### src/sysctl_defs.vh
// Offsets, field positions, reset values and timing constants of the
// system control flag bank. Assumes APB with 32-bit data and pclk at 250 MHz.
// Contract
// - Option bit 7 puts the first serial port into one-wire pin sharing.
// - Watchdog field 5:4 selects 480, 240, 120 or 60 ms overflow.
// - Converter field 3:2 divides system clock by 32, 16, 8 or 4.
// - Tick field 1:0 selects 32768, 16384, 8192 or 128 slow-clock cycles.
// - Flag bit 7 is read-only and set by the low-voltage detector.
// - Touch-done bit 5 set at conversion end; cleared by DFh or touch start.
// - Converter-done bit 4 set at conversion end; cleared by EFh or start.
// - Port-1 change bit 1 set by enabled pin change; irq enable ignored.
// - Port-1 change flag clears on service entry or on writing FDh.
// - Tick flag bit 0 set at count; clears on service or FEh write.
// - Port-1 wake register gives one enable per pin, reset 00h.
// - Writing 56h to the command register issues a software reset.
// - Writing 65h sets the flash unlock flag; other values clear it.
// - Command register reads watchdog timeout bit 1, unlock bit 0, reset 0.
// - Unlock status combines with the area lock to select programmable sectors.
`ifndef SYSCTL_DEFS_VH
`define SYSCTL_DEFS_VH

`define IDX_OPTION         8'h94
`define IDX_FLAGS          8'h95
`define IDX_P1WAKE         8'h96
`define IDX_CMD            8'h97
`define IDX_IRQ_STATUS     8'h98
`define IDX_IRQ_MASK       8'h99

`define OPT_ONE_WIRE       7
`define OPT_WDT_HI         5
`define OPT_WDT_LO         4
`define OPT_CONV_HI        3
`define OPT_CONV_LO        2
`define OPT_TICK_HI        1
`define OPT_TICK_LO        0

`define FLG_LOW_VOLT       7
`define FLG_TOUCH          5
`define FLG_CONV           4
`define FLG_PORT1          1
`define FLG_TICK           0

`define CMD_WATCHDOG_TIMEOUT_FLAG_BIT       1
`define CMD_UNLOCK_BIT     0
`define CMD_SOFT_RESET     8'h56
`define CMD_UNLOCK         8'h65

`define OPTION_RESET       8'h00
`define P1WAKE_RESET       8'h00

`define WDT_MS_0           10'd480
`define WDT_MS_1           10'd240
`define WDT_MS_2           10'd120
`define WDT_MS_3           10'd60
`define CONV_DIV_0         6'd32
`define CONV_DIV_1         6'd16
`define CONV_DIV_2         6'd8
`define CONV_DIV_3         6'd4
`define TICK_CYC_0         16'd32768
`define TICK_CYC_1         16'd16384
`define TICK_CYC_2         16'd8192
`define TICK_CYC_3         16'd128

`define IRQ_TICK           0
`define IRQ_PORT1          1
`define IRQ_CONV           2
`define IRQ_TOUCH          3
`define IRQ_LOW_VOLT       4
`define IRQ_WATCHDOG_TIMEOUT_FLAG           5
`define IRQ_BITS           6

`endif

### src/rate_divider.v
// Programmable rate divider: a counter that emits a one-cycle pulse
// every terminal count of enabled cycles.
// Assumes the terminal value is at least one and changes only rarely.
`default_nettype none

module rate_divider #(
  parameter WIDTH = 16
) (
  input  wire             pclk,
  input  wire             presetn,
  input  wire             count_en,
  input  wire [WIDTH-1:0] period,
  output reg              tick_q
);

  reg [WIDTH-1:0] count_q;

  // A period shrunk below the running count wraps at once instead of
  // waiting for a full counter roll-over.
  always @(posedge pclk or negedge presetn)
  begin
    if (!presetn)
    begin
      count_q <= {WIDTH{1'b0}};
      tick_q  <= 1'b0;
    end
    else
    begin
      tick_q <= 1'b0;
      if (count_en)
      begin
        if (count_q >= period - {{(WIDTH-1){1'b0}}, 1'b1})
        begin
          count_q <= {WIDTH{1'b0}};
          tick_q  <= 1'b1;
        end
        else
        begin
          count_q <= count_q + {{(WIDTH-1){1'b0}}, 1'b1};
        end
      end
    end
  end

endmodule // rate_divider

`default_nettype wire

### src/sysctl_flag_bank.v
// System control flag bank: option selections, interrupt flags,
// port-1 wake enables and the software command register, on APB.
// Assumes event inputs are one-cycle pulses synchronous to pclk and
// that slow_tick is a one-cycle enable at the slow clock rate.
//
// The APB slave port was decided locally.
`default_nettype none
`include "sysctl_defs.vh"

module sysctl_flag_bank (
  input  wire        pclk,
  input  wire        presetn,
  input  wire        psel,
  input  wire        penable,
  input  wire        pwrite,
  input  wire [11:0] paddr,
  input  wire [31:0] pwdata,
  input  wire [3:0]  pstrb,
  output wire        pready,
  output wire        pslverr,
  output reg  [31:0] prdata,
  input  wire        low_voltage_detect,
  input  wire        touch_conv_end,
  input  wire        sysclk_fast_enough,
  input  wire        touch_start_bit,
  input  wire        converter_conv_end,
  input  wire        converter_start_bit,
  input  wire [7:0]  port1_pins,
  input  wire        port1_isr_enter,
  input  wire        tick_isr_enter,
  input  wire        slow_tick,
  input  wire        watchdog_timeout,
  input  wire [1:0]  flash_area_lock,
  output reg         serial_one_wire_sel,
  output reg  [9:0]  watchdog_period_ms,
  output wire        converter_clk_en,
  output reg         soft_reset_pulse,
  output reg         iap_enable,
  output reg  [1:0]  iap_area_sel,
  output reg  [7:0]  port1_wake_enable,
  output wire        irq
);

  reg [7:0]  option_q;
  reg        low_voltage_flag_q;
  reg        touch_done_flag_q;
  reg        converter_done_flag_q;
  reg        port1_change_flag_q;
  reg        tick_timer_flag_q;
  reg        watchdog_timeout_flag_q;
  reg        flash_program_unlock_q;
  reg [7:0]  port1_prev_q;
  reg [`IRQ_BITS-1:0] irq_status_q;
  reg [`IRQ_BITS-1:0] irq_mask_q;
  reg [`IRQ_BITS-1:0] irq_status_d;
  reg [5:0]  conv_div;
  reg [15:0] tick_cycles;
  reg [7:0]  read_mux;
  reg        addr_hit;
  wire       tick_pulse;
  wire [9:0] word_idx;
  wire       wr_acc;
  wire       rd_acc;
  wire       wr_flags;
  wire       wr_cmd;
  wire [7:0] wbyte;
  wire       port1_change;
  wire       low_voltage_rise;
  wire [7:0] flags_read;
  wire [7:0] cmd_read;
  wire [`IRQ_BITS-1:0] irq_events;

  assign word_idx = paddr[11:2];
  assign wbyte    = pwdata[7:0];
  assign pready   = 1'b1;
  assign pslverr  = psel && penable && !addr_hit;
  // Only the low byte lane carries register data.
  assign wr_acc   = psel && penable && pwrite && addr_hit && pstrb[0];
  assign rd_acc   = psel && penable && !pwrite && addr_hit;
  assign wr_flags = wr_acc && (word_idx == {2'b00, `IDX_FLAGS});
  assign wr_cmd   = wr_acc && (word_idx == {2'b00, `IDX_CMD});

  always @*
  begin
    case (word_idx)
      {2'b00, `IDX_OPTION},
      {2'b00, `IDX_FLAGS},
      {2'b00, `IDX_P1WAKE},
      {2'b00, `IDX_CMD},
      {2'b00, `IDX_IRQ_STATUS},
      {2'b00, `IDX_IRQ_MASK}:
        addr_hit = 1'b1;
      default:
        addr_hit = 1'b0;
    endcase
  end

  always @*
  begin
    case (option_q[`OPT_WDT_HI:`OPT_WDT_LO])
      2'b00:   watchdog_period_ms = `WDT_MS_0;
      2'b01:   watchdog_period_ms = `WDT_MS_1;
      2'b10:   watchdog_period_ms = `WDT_MS_2;
      default: watchdog_period_ms = `WDT_MS_3;
    endcase
  end

  always @*
  begin
    case (option_q[`OPT_CONV_HI:`OPT_CONV_LO])
      2'b00:   conv_div = `CONV_DIV_0;
      2'b01:   conv_div = `CONV_DIV_1;
      2'b10:   conv_div = `CONV_DIV_2;
      default: conv_div = `CONV_DIV_3;
    endcase
  end

  always @*
  begin
    case (option_q[`OPT_TICK_HI:`OPT_TICK_LO])
      2'b00:   tick_cycles = `TICK_CYC_0;
      2'b01:   tick_cycles = `TICK_CYC_1;
      2'b10:   tick_cycles = `TICK_CYC_2;
      default: tick_cycles = `TICK_CYC_3;
    endcase
  end

  always @*
  begin
    serial_one_wire_sel = option_q[`OPT_ONE_WIRE];
  end

  rate_divider #(
    .WIDTH (6)
  ) u_conv_div (
    .pclk     (pclk),
    .presetn  (presetn),
    .count_en (1'b1),
    .period   (conv_div),
    .tick_q   (converter_clk_en)
  );

  rate_divider #(
    .WIDTH (16)
  ) u_tick_div (
    .pclk     (pclk),
    .presetn  (presetn),
    .count_en (slow_tick),
    .period   (tick_cycles),
    .tick_q   (tick_pulse)
  );

  assign port1_change = |((port1_pins ^ port1_prev_q) & port1_wake_enable);
  assign low_voltage_rise = low_voltage_detect && !low_voltage_flag_q;

  assign flags_read = {low_voltage_flag_q, 1'b0, touch_done_flag_q,
                       converter_done_flag_q, 2'b00, port1_change_flag_q,
                       tick_timer_flag_q};
  assign cmd_read = {6'h00, watchdog_timeout_flag_q, flash_program_unlock_q};

  always @*
  begin
    case (word_idx)
      {2'b00, `IDX_OPTION}:     read_mux = option_q;
      {2'b00, `IDX_FLAGS}:      read_mux = flags_read;
      {2'b00, `IDX_P1WAKE}:     read_mux = port1_wake_enable;
      {2'b00, `IDX_CMD}:        read_mux = cmd_read;
      {2'b00, `IDX_IRQ_STATUS}: read_mux = {2'b00, irq_status_q};
      {2'b00, `IDX_IRQ_MASK}:   read_mux = {2'b00, irq_mask_q};
      default:                  read_mux = 8'h00;
    endcase
  end

  // Read data is latched in the setup phase so that a read-to-clear
  // status access returns the bits it is about to clear.
  always @(posedge pclk or negedge presetn)
  begin
    if (!presetn)
      prdata <= 32'h0000_0000;
    else if (psel && !penable && !pwrite)
      prdata <= {24'h00_0000, read_mux};
  end

  always @(posedge pclk or negedge presetn)
  begin
    if (!presetn)
    begin
      option_q          <= `OPTION_RESET;
      port1_wake_enable <= `P1WAKE_RESET;
      irq_mask_q        <= {`IRQ_BITS{1'b0}};
      port1_prev_q      <= 8'h00;
    end
    else
    begin
      port1_prev_q <= port1_pins;
      if (wr_acc && word_idx == {2'b00, `IDX_OPTION})
        option_q <= wbyte;
      if (wr_acc && word_idx == {2'b00, `IDX_P1WAKE})
        port1_wake_enable <= wbyte;
      if (wr_acc && word_idx == {2'b00, `IDX_IRQ_MASK})
        irq_mask_q <= wbyte[`IRQ_BITS-1:0];
    end
  end

  // Every flag: the hardware set wins over a clear in the same cycle.
  // low voltage read-only
  // The flag mirrors the detector, so no write can clear it.
  always @(posedge pclk or negedge presetn)
  begin
    if (!presetn)
      low_voltage_flag_q <= 1'b0;
    else
      low_voltage_flag_q <= low_voltage_detect;
  end

  // touch done flag
  // A conversion that ends on too slow a system clock leaves the flag alone.
  always @(posedge pclk or negedge presetn)
  begin
    if (!presetn)
      touch_done_flag_q <= 1'b0;
    else if (touch_conv_end && sysclk_fast_enough)
      touch_done_flag_q <= 1'b1;
    else if (touch_start_bit)
      touch_done_flag_q <= 1'b0;
    else if (wr_flags && !wbyte[`FLG_TOUCH])
      touch_done_flag_q <= 1'b0;
  end

  always @(posedge pclk or negedge presetn)
  begin
    if (!presetn)
      converter_done_flag_q <= 1'b0;
    else if (converter_conv_end)
      converter_done_flag_q <= 1'b1;
    else if (converter_start_bit)
      converter_done_flag_q <= 1'b0;
    else if (wr_flags && !wbyte[`FLG_CONV])
      converter_done_flag_q <= 1'b0;
  end

  always @(posedge pclk or negedge presetn)
  begin
    if (!presetn)
      port1_change_flag_q <= 1'b0;
    else if (port1_change)
      port1_change_flag_q <= 1'b1;
    else if (port1_isr_enter || (wr_flags && !wbyte[`FLG_PORT1]))
      port1_change_flag_q <= 1'b0;
  end

  always @(posedge pclk or negedge presetn)
  begin
    if (!presetn)
      tick_timer_flag_q <= 1'b0;
    else if (tick_pulse)
      tick_timer_flag_q <= 1'b1;
    else if (tick_isr_enter || (wr_flags && !wbyte[`FLG_TICK]))
      tick_timer_flag_q <= 1'b0;
  end

  // The timeout flag can only be cleared by reset; a software reset
  // leaves it standing so firmware can tell why it restarted.
  always @(posedge pclk or negedge presetn)
  begin
    if (!presetn)
    begin
      watchdog_timeout_flag_q <= 1'b0;
      flash_program_unlock_q  <= 1'b0;
      soft_reset_pulse        <= 1'b0;
    end
    else
    begin
      if (watchdog_timeout)
        watchdog_timeout_flag_q <= 1'b1;
      soft_reset_pulse <= wr_cmd && (wbyte == `CMD_SOFT_RESET);
      if (wr_cmd)
        flash_program_unlock_q <= (wbyte == `CMD_UNLOCK);
    end
  end

  always @(posedge pclk or negedge presetn)
  begin
    if (!presetn)
    begin
      iap_enable   <= 1'b0;
      iap_area_sel <= 2'b00;
    end
    else
    begin
      iap_enable   <= flash_program_unlock_q;
      iap_area_sel <= flash_program_unlock_q ? flash_area_lock : 2'b00;
    end
  end

  assign irq_events = {watchdog_timeout && !watchdog_timeout_flag_q,
                       low_voltage_rise,
                       touch_conv_end && sysclk_fast_enough,
                       converter_conv_end,
                       port1_change,
                       tick_pulse};

  // Sticky status cleared by a read; a new event wins over the clear.
  // Only the bits returned by the read are cleared, so an event that lands
  // between the setup and the access cycle is not lost.
  always @*
  begin
    irq_status_d = irq_status_q;
    if (rd_acc && word_idx == {2'b00, `IDX_IRQ_STATUS})
      irq_status_d = irq_status_q & ~prdata[`IRQ_BITS-1:0];
    irq_status_d = irq_status_d | irq_events;
  end

  always @(posedge pclk or negedge presetn)
  begin
    if (!presetn)
      irq_status_q <= {`IRQ_BITS{1'b0}};
    else
      irq_status_q <= irq_status_d;
  end

  assign irq = |(irq_status_q & irq_mask_q);

endmodule // sysctl_flag_bank

`default_nettype wire

### config.mk
export PLATFORM = sky130hd
export DESIGN_NAME = sysctl_flag_bank
export DESIGN_NICKNAME = d
export VERILOG_FILES = /design/src/rate_divider.v /design/src/sysctl_flag_bank.v
export VERILOG_INCLUDE_DIRS = /design/src
export SDC_FILE = /design/constraint.sdc
export NUM_CORES = 1
export LEC_CHECK = 0
export ABC_CLOCK_PERIOD_IN_PS = 4900
export BUFFER_PORTS_ARGS = -buffer_cell sky130_fd_sc_hd__buf_4
export CAP_MARGIN = 20
export CORE_UTILIZATION = 30
export CTS_BUF_LIST = sky130_fd_sc_hd__clkbuf_4
export DETAILED_ROUTE_END_ITERATION = 8
export HOLD_SLACK_MARGIN = 0.15
export PLACE_DENSITY = 0.52
export SLEW_MARGIN = 20
export SYNTH_ARGS = -nofsm -noshare
export SYNTH_HDL_FRONTEND = slang
export SYNTH_SLANG_ARGS = --single-unit
### constraint.sdc
create_clock -name pclk -period 4.9 [get_ports pclk]
set_input_delay 0 -clock pclk [delete_from_list [all_inputs] [get_ports pclk]]
set_output_delay 0 -clock pclk [all_outputs]
set_load 0.01 [all_outputs]
==> results.md <==
* Hpwl dp at 7.26 mm
* Detailed Routing Iterations Pass 1 at 4
* Core Rows at 42
* PwrDens at 243 nW/um2
* Outcome: complete, no violations
* P&R area growth vs syn at 30.1%
* IO Pins at around 130
* Total global-route track usage at 15.3%
* RSZ-0062 raised after global routing: no
* Fillers at about 1.3k
* Clock tree from TritonCTS: yes
* Mux contribution to synthesized area at 8.62%
* Synthesized cell area at 4170 um2
* Via count at between 3k and 4k
* WHS at around 0.17 ns
* Final Cell Area at around 5400 um2
* DRC at 0
* Max-slew headroom at 38.3%
* Fin. Hold Viols at 0
* Top_reg_cell synth: dfrtp_1
* CTS Buf Count at 9
* Pre-CTS setup slack at roughly 2.6 ns
* Avg Inst Size Synth at roughly 10 um2
* Initial antenna violation count at 0
* Non-Filler Instances at 705
* Initial core utilization at between 30% and 40%
* CP Capture Type: flop
* Biggest area consumer among synthesized cells: dfrtp_1
* CP Launch Type: input port
* Reg2reg setup slack at 2.54 ns
* Pleak at about 2.7 nW
* Initial DRC count at between 150 and 200
* Worst-path clk slew at 0.13 ns
* Flop pwr share at 57.4%
* Core area at approximately 13,000 um2
* Yosys warns at 0
* Multi-input logic area at 1990 um2
* Final setup viols at 0
* Count leader, synth: dfrtp_1
* Synth unique cells at 48
* Number of H-tree levels at 3
* Fraction of layout instances using a drive strength above 1 at 23.1%
* Largest net degree at the start of global routing at 80
* Clk pwr share at 24.5%
* Antenna cells at 0
* Buffers on Ports at 73
* Total Power at between 1 and 1.5 mW
* Synth top cells by count: 79 x dfrtp_1, 39 x nor2_1, 33 x nand2_1, 30 x buf_4, 21 x mux2_2
* Cells after Synth at 397
* Synth top area share at 47.4%
* Asr flop ratio synth at 100%
* CTS sink count at slightly below 80
* FF/Latch Area at ~2000 um2
* Kind of critical path: in2reg
* Logic pwr share at between 15 and 20%
* Die Area at 14,400 um2
* Int Pwr at 931 uW
* RePlAce Congestion at 0.827
* Crit share post-route at 54.4%
* Clock Skews at 0.0138 ns
* Critical Path RT at about 5.3 ns
* VDD IR max at around 0.17 mV
* Clk buf depth at 2
* Placed cell areas at 4780 um2
* Wire per inst at 14.5 um
* Post-synth EDFFs at 0
* Worst Max-Slew Pin Slew at roughly 0.92 ns
* Final WL at 10.2 mm
* Die Ht at 120 um
* Remaining global-route overflow at 0
* Top post-synthesis cells by area: dfrtp_1 47%, mux2_2 5.7%, buf_4 5.4%
* Detail Route Antenna Nets at 0
* Fin. max-slew vios at 0
* Placed Cells at 637
* Worst min path class: in2async
* Complex-gate fraction of the synthesized area at under 10%
* Largest family of logic cells by synthesized area: simple AND/OR/NAND/NOR gates
* Global-route wire length before repair at ~17 mm
* Die W at 120 um
* P_sw at 387 uW
* # resized after CTS at 0
* Post-synthesis adder-cell area fraction at 4.50%
* Number of global-route vias before repair at around 3.3k
* Setup TNS at 0 ns
* Clk_lat worst skew at 0.43 ns
* Register area share after synthesis at 47.4%
* Max Cap Violations at 0
* Achievable frequency at 375 MHz
* Arrival @ worst endpoint at a little over 3 ns
* CTS root buf: clkbuf_4
* Via density at roughly 4.6
* Sw Ratio at slightly below 30%
* Final net count at 613
* XOR/XNOR share of the synthesized area at under 10%
* Post-route minimum period at ~2.7 ns
* Util after Layout at 40.4%
* Simple-gate share of the synthesized area at roughly 18%
* Critical path fanouts, max at 5
* Post-synthesis register bit count at 79
* Worst setup margin at 2.23 ns
[worst max-delay path, stage by stage]
cell and delay, ns:
dlygate4sd3_1 0.54, buf_4 0.14, nor2_1 0.12, dlygate4sd3_1 0.63
and2_2 0.20, nand3_1 0.08, dlygate4sd3_1 0.63, o21ai_0 0.16
dlygate4sd3_1 0.56
[per-layer routing]
layer	global-route usage, %	up-vias	wire length (um)
li1	-	1576	-
met1	20.1	1542	4810
met2	25.3	88	4930
met3	3.42	7	378
met4	4.30	0	96
met5	0	-	0
[timing repair]
action	4_1_cts	5_1_grt
hold buffers	53	0
endpoints found under the hold margin	150	0
buffers inserted	0	0
[state kept, by name (all words and copies together) (netlist names), 2 cells and up]
signal              flops
u_tick_div.count_q     16
prdata                  8
iap_area_sel            2
u_conv_div.count_q      6
irq_mask_q              6
irq_status_q            6
option_q                8
port1_prev_q            8
port1_wake_enable       8
[path summary, 6_finish.rpt]
path	from	endpoint	cells past startpoint
max in group asynchronous	presetn	u_tick_div.count_q[11]	2
min reg2reg	flash_program_unlock_q	iap_enable	0
min	presetn	iap_enable	2
min in group pclk	port1_pins[2]	port1_prev_q[2]	2
max reg2reg	option_q[0]	u_tick_div.count_q[7]	6
max	paddr[10]	prdata[4]	9
[power by group through the flow]
stage / Clock, mW / Combinational (mW) / Sequential, mW
2_1_floorplan: 0 / 0.149 / 0.761
3_3_place_gp: 0 / 0.208 / 0.768
3_5_place_dp: 0 / 0.212 / 0.769
4_1_cts: 0.343 / 0.240 / 0.757
5_1_grt: 0.366 / 0.275 / 0.767
6_report: 0.323 / 0.238 / 0.757
[cells by family (layout without fill, tap and decap cells)]
family | Yosys count | in the layout
buf+inv | 50 | 153
simple gates | 138 | 138
compound gates | 56 | 56
other cells | 2 | 31
xor+xnor | 25 | 25
fa+ha+maj | 15 | 15
mux | 32 | 32
flops | 79 | 79
[cell usage in the layout, fill, tap and decap left out, types with 3 or more instances in the layout]
cell,Yosys,routed
a21o_1,7,7
a21oi_1,9,9
a22o_1,4,4
a22oi_1,9,9
and2_1,4,4
and3_1,6,6
buf_4,30,72
clkbuf_4,0,10
clkinv_2,0,3
conb_1,2,31
dfrtp_1,79,79
dlygate4sd3_1,0,53
ha_1,15,15
inv_1,12,12
mux2_2,21,21
mux2i_1,10,10
nand2_1,33,33
nand2b_1,5,5
nand3_1,13,13
nand4_1,9,9
nor2_1,39,39
nor2b_1,10,10
o21ai_0,18,18
or2_2,3,3
xnor2_1,8,8
xor2_1,17,17
[area by class of cell]
cell class / instances / area share, %
repair buffers: 126 / 20.0
inverters: 12 / 0.831
well taps: 176 / 4.06
flip-flops and latches: 79 / 36.5
clock inverters: 5 / 0.485
clock buffers: 10 / 1.39
multi-input cells: 297 / 36.8
No activity file was read; power rests on OpenSTA's default activity.
